`src/hw/bcd_port_pkg.sv`:
```
// constants, types and register map of the bcd result output port
`default_nettype none
package bcd_port_pkg;
	// ======================================================
	// timing
	localparam int CLK_PERIOD_NS = 10;
	localparam int MS_NS         = 1000000;
	localparam int MS_CYCLES_DEF = MS_NS / CLK_PERIOD_NS;
	localparam int DIV_W         = 17;
	localparam int MS_W          = 7;
	localparam logic [MS_W-1:0] T_SETUP_MS   = 7'h1E;
	localparam logic [MS_W-1:0] T_VALID_MS   = 7'h28;
	localparam logic [MS_W-1:0] T_RELEASE_MS = 7'h10;
	localparam logic [MS_W-1:0] T_PERIOD_MS  = 7'h40;

	// ======================================================
	// value widths
	localparam int VAL_W  = 18;
	localparam int MAG_W  = 17;
	localparam int DIGITS = 5;
	localparam int BCD_W  = 4 * DIGITS;
	localparam int CNT_W  = 5;
	localparam int TAG_W  = 2;
	localparam logic [VAL_W-1:0] MAX_MAG = 18'h1869F;
	localparam logic [3:0]       ADJ_MIN = 4'h5;
	localparam logic [3:0]       ADJ_ADD = 4'h3;

	// ======================================================
	// register map
	localparam logic [11:0] A_CTRL   = 12'h000;
	localparam logic [11:0] A_HILIM  = 12'h004;
	localparam logic [11:0] A_LOLIM  = 12'h008;
	localparam logic [11:0] A_STATUS = 12'h00C;
	localparam logic [11:0] A_RESULT = 12'h010;
	localparam int CTRL_MODE_LSB = 0;
	localparam int MODE_W        = 3;
	localparam int CTRL_CONT_BIT = 3;
	localparam int CTRL_STBY_BIT = 4;
	localparam logic [VAL_W-1:0] HILIM_RST = 18'h003E8;
	localparam logic [VAL_W-1:0] LOLIM_RST = 18'h00000;

	// ======================================================
	// types
	typedef enum logic [MODE_W-1:0] {M_NORMAL, M_SAMPLE, M_PEAK, M_BOTTOM, M_P2P} hold_mode_e;
	typedef enum logic [2:0] {P_IDLE, P_SETUP, P_VALID, P_TAIL, P_CONT} port_state_e;

	typedef struct packed {
		hold_mode_e mode;
		logic       cont;
		logic       stby;
	} ctrl_s;

	typedef struct packed {
		logic [BCD_W-1:0] data;
		logic             polarity;
		logic             over;
		logic             valid;
		logic             run;
	} bcd_out_s;

	typedef struct packed {
		logic hi;
		logic pass;
		logic lo;
	} cmp_out_s;

	typedef struct packed {
		logic [BCD_W+MAG_W-1:0] sh;
		logic [CNT_W-1:0]       cnt;
		logic [TAG_W-1:0]       tag_w;
		logic [BCD_W-1:0]       bcd;
		logic [TAG_W-1:0]       tag;
	} conv_state_s;

	typedef struct packed {
		logic [DIV_W-1:0]        ms_div;
		logic [MS_W-1:0]         ms_cnt;
		port_state_e             pst;
		logic                    req_q;
		logic                    trig_q;
		ctrl_s                   ctrl;
		logic signed [VAL_W-1:0] hilim;
		logic signed [VAL_W-1:0] lolim;
		logic signed [VAL_W-1:0] result;
		logic signed [VAL_W-1:0] pk;
		logic signed [VAL_W-1:0] bt;
		logic signed [VAL_W-1:0] run_max;
		logic signed [VAL_W-1:0] run_min;
		logic                    armed;
		bcd_out_s                out;
		cmp_out_s                cmp;
		logic                    pready;
		logic                    pslverr;
		logic [31:0]             prdata;
	} top_state_s;
endpackage
`default_nettype wire

```
`src/hw/bcd_convert.sv`:
```
// free running binary to bcd converter with tag passed alongside
`default_nettype none
module bcd_convert
	import bcd_port_pkg::*;
(
	// clock and reset
	input  wire logic             pclk,
	input  wire logic             presetn,
	// value in
	input  wire logic [MAG_W-1:0] bin,
	input  wire logic [TAG_W-1:0] tag,
	// result out
	output logic      [BCD_W-1:0] bcd,
	output logic      [TAG_W-1:0] tag_out
);
	conv_state_s q;
	conv_state_s d;
	logic [BCD_W-1:0] adj;

	// ======================================================
	// add three per digit
	for (genvar g = 0; g < DIGITS; g++) begin : g_adj
		assign adj[4*g +: 4] = (q.sh[MAG_W+4*g +: 4] >= ADJ_MIN) ?
			q.sh[MAG_W+4*g +: 4] + ADJ_ADD : q.sh[MAG_W+4*g +: 4];
	end

	// ======================================================
	// shift and add
	always_comb begin
		d = q;
		if (q.cnt == '0) begin
			d.sh    = {{BCD_W{1'b0}}, bin};
			d.tag_w = tag;
			d.cnt   = CNT_W'(MAG_W);
		end else begin
			d.sh  = {adj, q.sh[MAG_W-1:0]} << 1;
			d.cnt = q.cnt - 1'b1;
			if (q.cnt == CNT_W'(1)) begin
				d.bcd = d.sh[MAG_W +: BCD_W];
				d.tag = q.tag_w;
			end
		end
	end

	always_ff @(posedge pclk or negedge presetn) begin
		if (!presetn)
			q <= '0;
		else
			q <= d;
	end

	assign bcd     = q.bcd;
	assign tag_out = q.tag;
endmodule
`default_nettype wire

```
`src/hw/bcd_result_port.sv`:
```
// bcd result output port with hold modes, comparison and apb registers
//
// Contract
// - data and valid appear 30 ms after request
// - single: valid off 40 ms, data 16 ms later
// - held request: fresh result every 64 ms
// - freeze keeps old or new data, never low
// - sampling hold captures value at trigger edge
// - peak or bottom hold keeps extreme in window
// - peak-to-peak reports max minus min in window
// - normal mode updates comparison every result
// - standby holds comparison off until first pass
// - port control inputs are active low
//
// Added by the designer: register access over APB and the register addresses.
`default_nettype none
module bcd_result_port
	import bcd_port_pkg::*;
#(
	parameter int MS_CYCLES = MS_CYCLES_DEF
)(
	// clock and reset
	input  wire logic                    pclk,
	input  wire logic                    presetn,
	// apb slave
	input  wire logic                    psel,
	input  wire logic                    penable,
	input  wire logic                    pwrite,
	input  wire logic [11:0]             paddr,
	input  wire logic [31:0]             pwdata,
	output logic      [31:0]             prdata,
	output logic                         pready,
	output logic                         pslverr,
	// measurement source
	input  wire logic                    meas_valid,
	input  wire logic signed [VAL_W-1:0] meas,
	input  wire logic                    sample_trig,
	// port control, active low
	input  wire logic                    req_n,
	input  wire logic                    freeze_n,
	input  wire logic                    show_max_n,
	input  wire logic                    show_min_n,
	input  wire logic                    clear_n,
	// port outputs
	output bcd_out_s                     bcd_out,
	output cmp_out_s                     cmp_out
);
	top_state_s q;
	top_state_s d;

	logic                    tick;
	logic                    req_on;
	logic                    req_rise;
	logic                    trig_rise;
	logic                    reload;
	logic signed [VAL_W-1:0] sel;
	logic        [VAL_W-1:0] mag;
	logic                    in_band;
	logic        [MAG_W-1:0] conv_bin;
	logic        [BCD_W-1:0] conv_bcd;
	logic        [TAG_W-1:0] conv_tag;

	// ======================================================
	// combinational helpers
	assign tick      = (q.ms_div == DIV_W'(MS_CYCLES - 1));
	assign req_on    = !req_n;
	assign req_rise  = req_on && !q.req_q;
	assign trig_rise = sample_trig && !q.trig_q;
	assign reload    = (q.pst == P_CONT) && req_on && tick && freeze_n
		&& (q.ms_cnt == T_PERIOD_MS - 1'b1);
	assign sel = !show_max_n ? q.run_max : (!show_min_n ? q.run_min : q.result);
	assign mag = sel[VAL_W-1] ? VAL_W'(-sel) : VAL_W'(sel);
	assign in_band = (sel <= q.hilim) && (sel >= q.lolim);
	assign conv_bin = (mag > MAX_MAG) ? MAX_MAG[MAG_W-1:0] : mag[MAG_W-1:0];

	bcd_convert u_conv (
		.pclk    (pclk),
		.presetn (presetn),
		.bin     (conv_bin),
		.tag     ({sel[VAL_W-1], mag > MAX_MAG}),
		.bcd     (conv_bcd),
		.tag_out (conv_tag)
	);

	// ======================================================
	// next state
	always_comb begin
		d         = q;
		d.ms_div  = tick ? '0 : q.ms_div + 1'b1;
		d.req_q   = req_on;
		d.trig_q  = sample_trig;
		d.out.run = 1'b1;

		// hold modes
		unique case (q.ctrl.mode)
			M_NORMAL: begin
				if (meas_valid)
					d.result = meas;
			end
			M_SAMPLE: begin
				if (trig_rise)
					d.result = meas;
			end
			M_PEAK, M_BOTTOM, M_P2P: begin
				if (trig_rise) begin
					d.pk = meas;
					d.bt = meas;
				end else if (sample_trig && meas_valid) begin
					d.pk = (meas > q.pk) ? meas : q.pk;
					d.bt = (meas < q.bt) ? meas : q.bt;
				end
				if (q.ctrl.mode == M_PEAK)
					d.result = d.pk;
				else if (q.ctrl.mode == M_BOTTOM)
					d.result = d.bt;
				else
					d.result = VAL_W'(d.pk - d.bt);
			end
			default: d.result = meas;
		endcase

		// running extremes and standby arming
		if (!clear_n) begin
			d.run_max = q.result;
			d.run_min = q.result;
			d.armed   = 1'b0;
		end else begin
			if (q.result > q.run_max)
				d.run_max = q.result;
			if (q.result < q.run_min)
				d.run_min = q.result;
			d.armed = q.armed || in_band;
		end

		// comparison outputs
		if (q.ctrl.stby && !d.armed) begin
			d.cmp = '0;
		end else begin
			d.cmp.hi   = sel > q.hilim;
			d.cmp.pass = in_band;
			d.cmp.lo   = sel < q.lolim;
		end

		// port sequencer
		unique case (q.pst)
			P_IDLE: begin
				if (req_rise) begin
					d.pst    = P_SETUP;
					d.ms_cnt = '0;
				end
			end
			P_SETUP: begin
				if (tick) begin
					d.ms_cnt = q.ms_cnt + 1'b1;
					if (q.ms_cnt == T_SETUP_MS - 1'b1) begin
						d.out.data     = conv_bcd;
						d.out.polarity = conv_tag[1];
						d.out.over     = conv_tag[0];
						d.out.valid    = 1'b1;
						d.ms_cnt       = '0;
						d.pst          = (q.ctrl.cont && req_on) ? P_CONT : P_VALID;
					end
				end
			end
			P_VALID: begin
				if (tick) begin
					d.ms_cnt = q.ms_cnt + 1'b1;
					if (q.ms_cnt == T_VALID_MS - 1'b1) begin
						d.out.valid = 1'b0;
						d.ms_cnt    = '0;
						d.pst       = P_TAIL;
					end
				end
			end
			P_TAIL: begin
				if (tick) begin
					d.ms_cnt = q.ms_cnt + 1'b1;
					if (q.ms_cnt == T_RELEASE_MS - 1'b1) begin
						d.out.data     = '0;
						d.out.polarity = 1'b0;
						d.out.over     = 1'b0;
						d.pst          = P_IDLE;
					end
				end
			end
			P_CONT: begin
				if (!req_on) begin
					d.out.valid = 1'b0;
					d.ms_cnt    = '0;
					d.pst       = P_TAIL;
				end else if (tick) begin
					d.ms_cnt = q.ms_cnt + 1'b1;
					if (q.ms_cnt == T_VALID_MS - 1'b1)
						d.out.valid = 1'b0;
					if (q.ms_cnt == T_PERIOD_MS - 1'b1) begin
						d.ms_cnt    = '0;
						d.out.valid = 1'b1;
						if (reload) begin
							d.out.data     = conv_bcd;
							d.out.polarity = conv_tag[1];
							d.out.over     = conv_tag[0];
						end
					end
				end
			end
			default: d.pst = P_IDLE;
		endcase

		// apb slave, one wait state
		d.pready  = 1'b0;
		d.pslverr = 1'b0;
		if (psel && penable && !q.pready) begin
			d.pready = 1'b1;
			d.prdata = '0;
			unique case (paddr)
				A_CTRL:   d.prdata = 32'({q.ctrl.stby, q.ctrl.cont, q.ctrl.mode});
				A_HILIM:  d.prdata = 32'(q.hilim);
				A_LOLIM:  d.prdata = 32'(q.lolim);
				A_STATUS: d.prdata = 32'({q.pst, q.armed, q.out.valid});
				A_RESULT: d.prdata = 32'(q.result);
				default:  d.pslverr = 1'b1;
			endcase
		end
		// writes land at the edge where pready is seen high
		if (psel && penable && pwrite && q.pready) begin
			unique case (paddr)
				A_CTRL: begin
					d.ctrl.mode = hold_mode_e'(pwdata[CTRL_MODE_LSB +: MODE_W]);
					d.ctrl.cont = pwdata[CTRL_CONT_BIT];
					d.ctrl.stby = pwdata[CTRL_STBY_BIT];
				end
				A_HILIM: d.hilim = pwdata[VAL_W-1:0];
				A_LOLIM: d.lolim = pwdata[VAL_W-1:0];
				default: ;
			endcase
		end
	end

	always_ff @(posedge pclk or negedge presetn) begin
		if (!presetn) begin
			q       <= '0;
			q.hilim <= HILIM_RST;
			q.lolim <= LOLIM_RST;
		end else begin
			q <= d;
		end
	end

	assign prdata  = q.prdata;
	assign pready  = q.pready;
	assign pslverr = q.pslverr;
	assign bcd_out = q.out;
	assign cmp_out = q.cmp;

	// ======================================================
	// checks
	chk_valid_after_setup: assert property (@(posedge pclk) disable iff (!presetn)
		(q.pst == P_SETUP && tick && q.ms_cnt == T_SETUP_MS - 1'b1) |=> q.out.valid)
		else $error("valid not raised at end of setup");
	chk_valid_cause: assert property (@(posedge pclk) disable iff (!presetn)
		$rose(q.out.valid) |-> ($past(q.pst) == P_SETUP || $past(q.pst) == P_CONT))
		else $error("valid raised outside setup or continuous");
	chk_valid_drop: assert property (@(posedge pclk) disable iff (!presetn)
		(q.pst == P_VALID && tick && q.ms_cnt == T_VALID_MS - 1'b1)
		|=> !q.out.valid && q.pst == P_TAIL)
		else $error("valid not dropped after hold time");
	chk_data_release: assert property (@(posedge pclk) disable iff (!presetn)
		(q.pst == P_TAIL && tick && q.ms_cnt == T_RELEASE_MS - 1'b1)
		|=> q.out.data == '0 && q.pst == P_IDLE)
		else $error("data not released after tail");
	chk_cont_stable: assert property (@(posedge pclk) disable iff (!presetn)
		(q.pst == P_CONT && !reload) |=> $stable(q.out.data))
		else $error("continuous data changed without reload");
	chk_single_ignore: assert property (@(posedge pclk) disable iff (!presetn)
		(q.pst == P_VALID || q.pst == P_TAIL) |=> q.pst != P_SETUP)
		else $error("request accepted during single cycle");
	chk_sample_hold: assert property (@(posedge pclk) disable iff (!presetn)
		(q.ctrl.mode == M_SAMPLE && trig_rise) |=> q.result == $past(meas))
		else $error("sample hold missed trigger value");
	chk_peak_track: assert property (@(posedge pclk) disable iff (!presetn)
		(q.ctrl.mode == M_PEAK && sample_trig && q.trig_q && meas_valid && meas > q.pk)
		|=> q.pk == $past(meas) && q.result == q.pk)
		else $error("peak not tracked");
	chk_p2p_diff: assert property (@(posedge pclk) disable iff (!presetn)
		(q.ctrl.mode == M_P2P && $past(q.ctrl.mode) == M_P2P) |-> q.result == VAL_W'(q.pk - q.bt))
		else $error("peak to peak differs from max minus min");
	chk_normal_update: assert property (@(posedge pclk) disable iff (!presetn)
		(q.ctrl.mode == M_NORMAL && meas_valid) |=> q.result == $past(meas))
		else $error("normal mode result not updated");
	chk_standby_off: assert property (@(posedge pclk) disable iff (!presetn)
		(q.ctrl.stby && !q.armed && clear_n) |=> (q.cmp == '0 || q.armed))
		else $error("comparison active before first pass");
endmodule
`default_nettype wire

```
`config.mk`:
```
export PLATFORM = sky130hd
export DESIGN_NAME = bcd_result_port
export DESIGN_NICKNAME = d
export VERILOG_FILES = /design/src/hw/bcd_port_pkg.sv /design/src/hw/bcd_convert.sv /design/src/hw/bcd_result_port.sv
export SDC_FILE = /design/constraint.sdc
export NUM_CORES = 1
export LEC_CHECK = 0
export BUFFER_PORTS_ARGS = -buffer_cell sky130_fd_sc_hd__buf_2
export CORE_MARGIN = 2
export CORE_UTILIZATION = 30
export CTS_CLUSTER_SIZE = 16
export DETAILED_ROUTE_END_ITERATION = 6
export PLACE_DENSITY_LB_ADDON = 0.12
export SKIP_LAST_GASP = 1
export SLEW_MARGIN = 20
export SYNTH_ARGS = -nofsm -noshare
export SYNTH_HDL_FRONTEND = slang
export SYNTH_SLANG_ARGS = --single-unit
export TNS_END_PERCENT = 10
```
`constraint.sdc`:
```
create_clock -name pclk -period 7 [get_ports pclk]
set_input_delay 2.1 -clock pclk [delete_from_list [all_inputs] [get_ports pclk]]
set_output_delay 2.1 -clock pclk [all_outputs]
set_load 0.01 [all_outputs]
```
After elaboration in Yosys (flattened, before gate mapping):

Index checks and enable logic that the tools add are counted.

* latch bits: 0
* memories kept: 0
* bits in writable memories: 0
* register bits: 288
* memory bits (read-only): 0

* $add $sub $neg: 10
* divide/modulo/power cells: 0
* reduce and logical (&&, ||, !) cells: 38
* bitwise operators: 1
* eq/ne operators: 35
* multiply operators: 0
* mux-type cells: 55
* shift operators: 0
* magnitude comparators: 14

Operators with widths (count)
* two-way mux 18 bit: 11
* one-hot mux 32 bit (5 select lines): 1
* two-way mux 36 bit: 3
* two-way mux 23 bit: 4
* two-way mux 22 bit: 4
* one-hot mux 22 bit (3 select lines): 1
* two-way mux 10 bit: 6
* > comparator 18 bit: 3
* < comparator 18 bit: 3
* one-hot mux 18 bit (3 select lines): 1
* two-way mux 42 bit: 1
* two-way mux 37 bit: 1
* one-hot mux 7 bit (5 select lines): 1
* two-way mux 17 bit: 2
* two-way mux 34 bit: 1
* inequality test 2 bit (second input constant): 13
* equality test 12 x 4 -> 1 bit (second input constant): 2
* two-way mux 7 bit: 3
* greater-or-equal comparator 4 x 3 -> 1 bit (second input constant): 5
* greater-or-equal comparator 18 bit: 1
* > comparator 18 x 17 -> 1 bit (second input constant): 1
* <= comparator 18 bit: 1
* negator 18 bit: 1
* subtractor 18 bit: 1
* other kinds (38): 82

Depth between registers and ports, before layout:

* word-level depth: 10
* depth in mapped cells: 23
* gate-level depth less buffers: 22

By module:

Synthesis repeated with hierarchy kept, for this count alone.

* cells, all modules: 1872
* area, all modules: 17518.1 µm²

Modules (own cells, without submodules)
* bcd_result_port: seq. area each 5212.5 µm², cells an instance 1585, times used 1, area each 14298.7 µm²
* bcd_convert: seq. area each 1651.6 µm², cells an instance 287, times used 1, area each 3219.3 µm²

Least setup slack after synthesis:

No wires, ideal clock.

* kind: in2reg
* from: input port meas[9]
* to: register q[151] (netlist name)
* data required time: 6896 ps
* stages: 19
* path slack: 443 ps
* arrival time: 6453 ps
* path through: ha_1 -> and2_1 -> o2111ai_1 -> a2111oi_0 -> o21ai_1 -> and3_1 -> o31ai_2 -> buf_2 -> mux2i_1 -> ha_1 -> nor2b_1 -> o21ai_0 -> a21boi_0 -> o32ai_1 -> o21ai_0 -> a41o_1 -> o41ai_1 -> xor2_1 -> a221oi_1

* word-level cells in the longest chain between the ends: 9

Ends and longest elaborated chain
* start, declared: line bcd_result_port.sv:36 `input wire logic signed [VAL_W-1:0] meas,`
* > comparator 18 bit / < comparator 18 bit (equally long branches): line bcd_result_port.sv:109, bcd_result_port.sv:110
* two-way mux 18 bit (on tied branches): line bcd_result_port.sv:109, bcd_result_port.sv:110
* two-way mux 36 bit: line bcd_result_port.sv:108 `end else if (sample_trig && meas_valid) begin`
* two-way mux 36 bit *: line bcd_result_port.sv:105 `if (trig_rise) begin`
* two-way mux 36 bit *: line bcd_result_port.sv:95 `unique case (q.ctrl.mode)`
* subtractor 18 bit: line bcd_result_port.sv:117 `d.result = VAL_W'(d.pk - d.bt);`
* two-way mux 18 bit: line bcd_result_port.sv:114 `else if (q.ctrl.mode == M_BOTTOM)`
* two-way mux 18 bit *: line bcd_result_port.sv:112 `if (q.ctrl.mode == M_PEAK)`
* one-hot mux 18 bit (3 select lines) *: line bcd_result_port.sv:95
* end, declared: line bcd_result_port.sv:48 `top_state_s q;`

Mark *: on every way between the ends. The rest lies on a longest branch, timed or not. The select of a mux whose other input is x is not followed.
A chain may end at the register's enable or synchronous reset.

Final worst setup path:

Ends and elaborated chain as after synthesis.

==> flow_summary.ini <==
[clock_network]
cts_buffers = 36
htreeDepth = 2
cts_tree = done
path_clk_slew_ns = 0.06
cts-root-buf = clkbuf_16
cts_buffer_depth = 3
postCtsSetupRepairBufs = 0
worstSkewPairLatency_ns = 0.56
clock_sinks = 274

[yosys]
yosys_most_used_dff = dfrtp_1
async_reset_ff_share_pct = 100
yosysUniqueCellTypes = 77
syn-num-nets = 2051
syn_inst = 1837
seq_area_frac_synth_pct = 41.0
synth_edf_count = 0
synth_area_um2 = 16700
synth_top_area_share_pct = 40.0
ys_seq_elements = 274
synth_area_leaders = dfrtp_1 (40%), ha_1 (10%), o21ai_0 (5.0%)
yosys_warnings = 0
syn_avg_cell_area_um2 = 9.12
yosysTopAreaCell = dfrtp_1

[power]
p_switching_w = 0.00231
p_seq_share_pct = 34.5
total_power_w = 0.00639
clockPowerShare_pct = 28.9
power_frac_comb_pct = 36.6
intPower_w = 0.00408
p_leak_nw = 9.51
p_per_area_nw_per_um2 = 328
swShare_pct = 36.1
peakVddDrop_mv = 0.198

[die]
core_area_um2 = 55200
die_area_um2 = 57700
start_util_pct = 30.3
die_w_um = 240
rows = 86
fp.dieH_um = 240
num_io_pins = 135

[worst_setup_path]
slowest_stage = a2111oi_1
path_buf_inv = 5
path_common_cell = buf_4
crit_path_start_kind = input port
worstSetupEndpointType = flip-flop
worstPathMaxFanout = 7
cpPeakStageDelay_ns = 0.46
cp.arrival_ns = 6.93
crit_type = input port to flip-flop
critPathTopFamily = compound AO/OA/AOI/OAI gates
crit_chain = buf_2 -> ha_1 -> and2_1 -> o2111ai_1 -> a2111oi_1 -> buf_4 -> o21ai_2 -> and3_1 -> o31ai_4 -> buf_4 -> nand2_1 -> o21ai_1 -> ha_1 -> nor2b_1 -> o21ai_0 -> a21boi_0 -> o32ai_1 -> buf_4 -> o21ai_0 -> a41o_1 -> o41ai_1 -> buf_4 -> xor2_1 -> a221oi_1
crit_required_ns = 7.46

[sta]
fin_setup_tns_ns = 0
maxSlewHeadroom_pct = 25.4
tightest_slew_ns = 1.12
worst_clock_skew_ns = 0.0215
min_period_ns = 6.47
post-route-period-util_pct = 92.4
fmax_mhz = 155
maxSlewViolCount = 0
rsz0062_at_grt = no
hold_viol_final = 0
setup-violations-final = 0
finalWorstSetupSlack_ns = 0.532

[routing]
viasPerCell = 4.91
ant_nets = 0
wl_per_cell_um = 17.7
via_count = 13400
dr.pass1.iters = 5
routed_wl_mm = 48.5
drc = 0
drtIter0Drc = 797

[global_routing]
first_global_vias = 13500
gr-usage-all-layers_pct = 17.2
grt_max_degree = 127
grt_remaining_overflow = 0
antenna_found_initial = 5
grt_pass1_wl_mm = 77.8

[flow_run]
drv_cap = 0

[status]
outcome = complete, no violations

[final_layout]
drive_gt1_share_pct = 17.8
multi_input_area_um2 = 8600
regArea_um2 = 6860
fill_cells = 5689
fin_nets = 2171
syn_to_final_growth_pct = 16.2
design_area_um2 = 19500

[placed_design]
io_buffers = 120
place_ws_ns = -0.169
dp_hpwl_mm = 35.7
place_congestion = 0.818
dpl_cell_area_um2 = 18300

[worst_hold_path]
hold_path.class = flip-flop to flip-flop
[per-layer routing]
metal,track usage (%),part of all wire (%),vias to the layer above
met1,23.0,47,6521
met3,2.80,3.7,60
li1,-,-,6629
met5,0,0.076,-
met4,4.63,2.1,6
met2,28.7,47,206
[power by group through the flow]
stage               clock, W  sequential, W  combinational, W
floorplan                  0        0.00211           0.00168
global placement           0        0.00222           0.00232
detailed placement         0        0.00223           0.00235
CTS                  0.00192        0.00220           0.00237
global route         0.00198        0.00225           0.00268
finish               0.00185        0.00220           0.00234
[worst paths after layout]
path	from	to	slack, ns	cells after the start
setup / recovery	meas[9]	q[151]	0.53	24
hold / removal	bcd_out[16]	bcd_out[16]	0.47	2
setup reg to reg	q[107]	q[151]	1.72	24
hold reg to reg	bcd_out[16]	bcd_out[16]	0.47	2
max in group asynchronous	presetn	u_conv.bcd[3]	4.07	2
min in group asynchronous	presetn	bcd_out[1]	1.52	1
[cells by family after synthesis]
kind of cell	synth area share [%]
AO/OA/AOI/OAI	17.7
XOR/XNOR	2.46
multiplexers	6.75
adder cells (fa/ha/maj)	10.5
buffers and inverters	7.96
flip-flops	41.0
AND/OR/NAND/NOR	13.7
other	0.0224
[worst reg2reg max path, delay by kind of cell, from the launching register on]
kind                       cells  cell delay [ns]
DFF                            1             0.41
buffers and inverters          5             0.87
xor gates and xnor gates       1             0.06
adders and majority gates      2             0.51
and+or+nand+nor                4             0.47
AOI/OAI and AO/OA             12             2.88
[state kept, by name (all words and copies together) (netlist names)]
register        count
q                 161
prdata             18
pready              1
u_conv.tag_out      2
bcd_out            24
u_conv.q           44
cmp_out             3
u_conv.bcd         20
pslverr             1
[placed cells by master (no fill, tap or decap), types with 27 or more instances in the layout]
cell / synthesis / layout
a21o_1: 36 / 36
a21oi_1: 121 / 121
buf_2: 6 / 119
buf_4: 62 / 88
clkbuf_16: 0 / 36
dfrtp_1: 268 / 268
ha_1: 139 / 139
inv_1: 158 / 158
mux2_2: 67 / 67
mux2i_1: 35 / 35
nand2_1: 202 / 201
nand3_1: 27 / 27
nor2_1: 154 / 153
o21ai_0: 166 / 166
xnor2_1: 35 / 35
[cell type report]
type | count | area share [%]
Multi-Input combinational cell | 1276 | 44.2
Timing Repair Buffer | 209 | 6.63
Tap cell | 748 | 4.81
Sequential cell | 274 | 35.3
Inverter | 160 | 3.09
Clock inverter | 11 | 0.726
Clock buffer | 54 | 5.28
Antenna cell | 3 | 0.0386
[cells in the mapped netlist, drive strengths merged, types with 5 or more instances]
cell,instances
nor2,154
o21a,15
a21oi,121
a221oi,24
and3,9
xor2,12
dfrtp,268
or3,5
dfstp,6
a211oi,5
mux2i,36
nor3,24
inv,158
nand4,16
a21o,36
nor2b,12
nor4,7
o21ai,171
nor3b,10
nand2b,21
a31oi,18
nand3,27
nand2,202
o31ai,14
buf,71
a21boi,5
mux2,68
or2,6
clkbuf,56
o211ai,5
xnor2,35
ha,139
a222oi,14
a22o,6
o22ai,6
[per-stage QoR]
step	cells	utilization, %	hold WS (ns)
detailed placement	2667	33.1	0.459
finish	2735	35.3	0.467
global placement	2667	33.1	0.443
floorplan	1837	-	0.424
CTS	2732	35.2	0.473
global route	2732	35.3	0.497
[timing repair]
item | 4_1_cts | 5_1_grt
hold buffers | 0 | 0
gates resized for setup | 0 | 2
endpoints found under the setup margin | 0 | 1
Note: power is estimated with default switching activity, not from simulation.
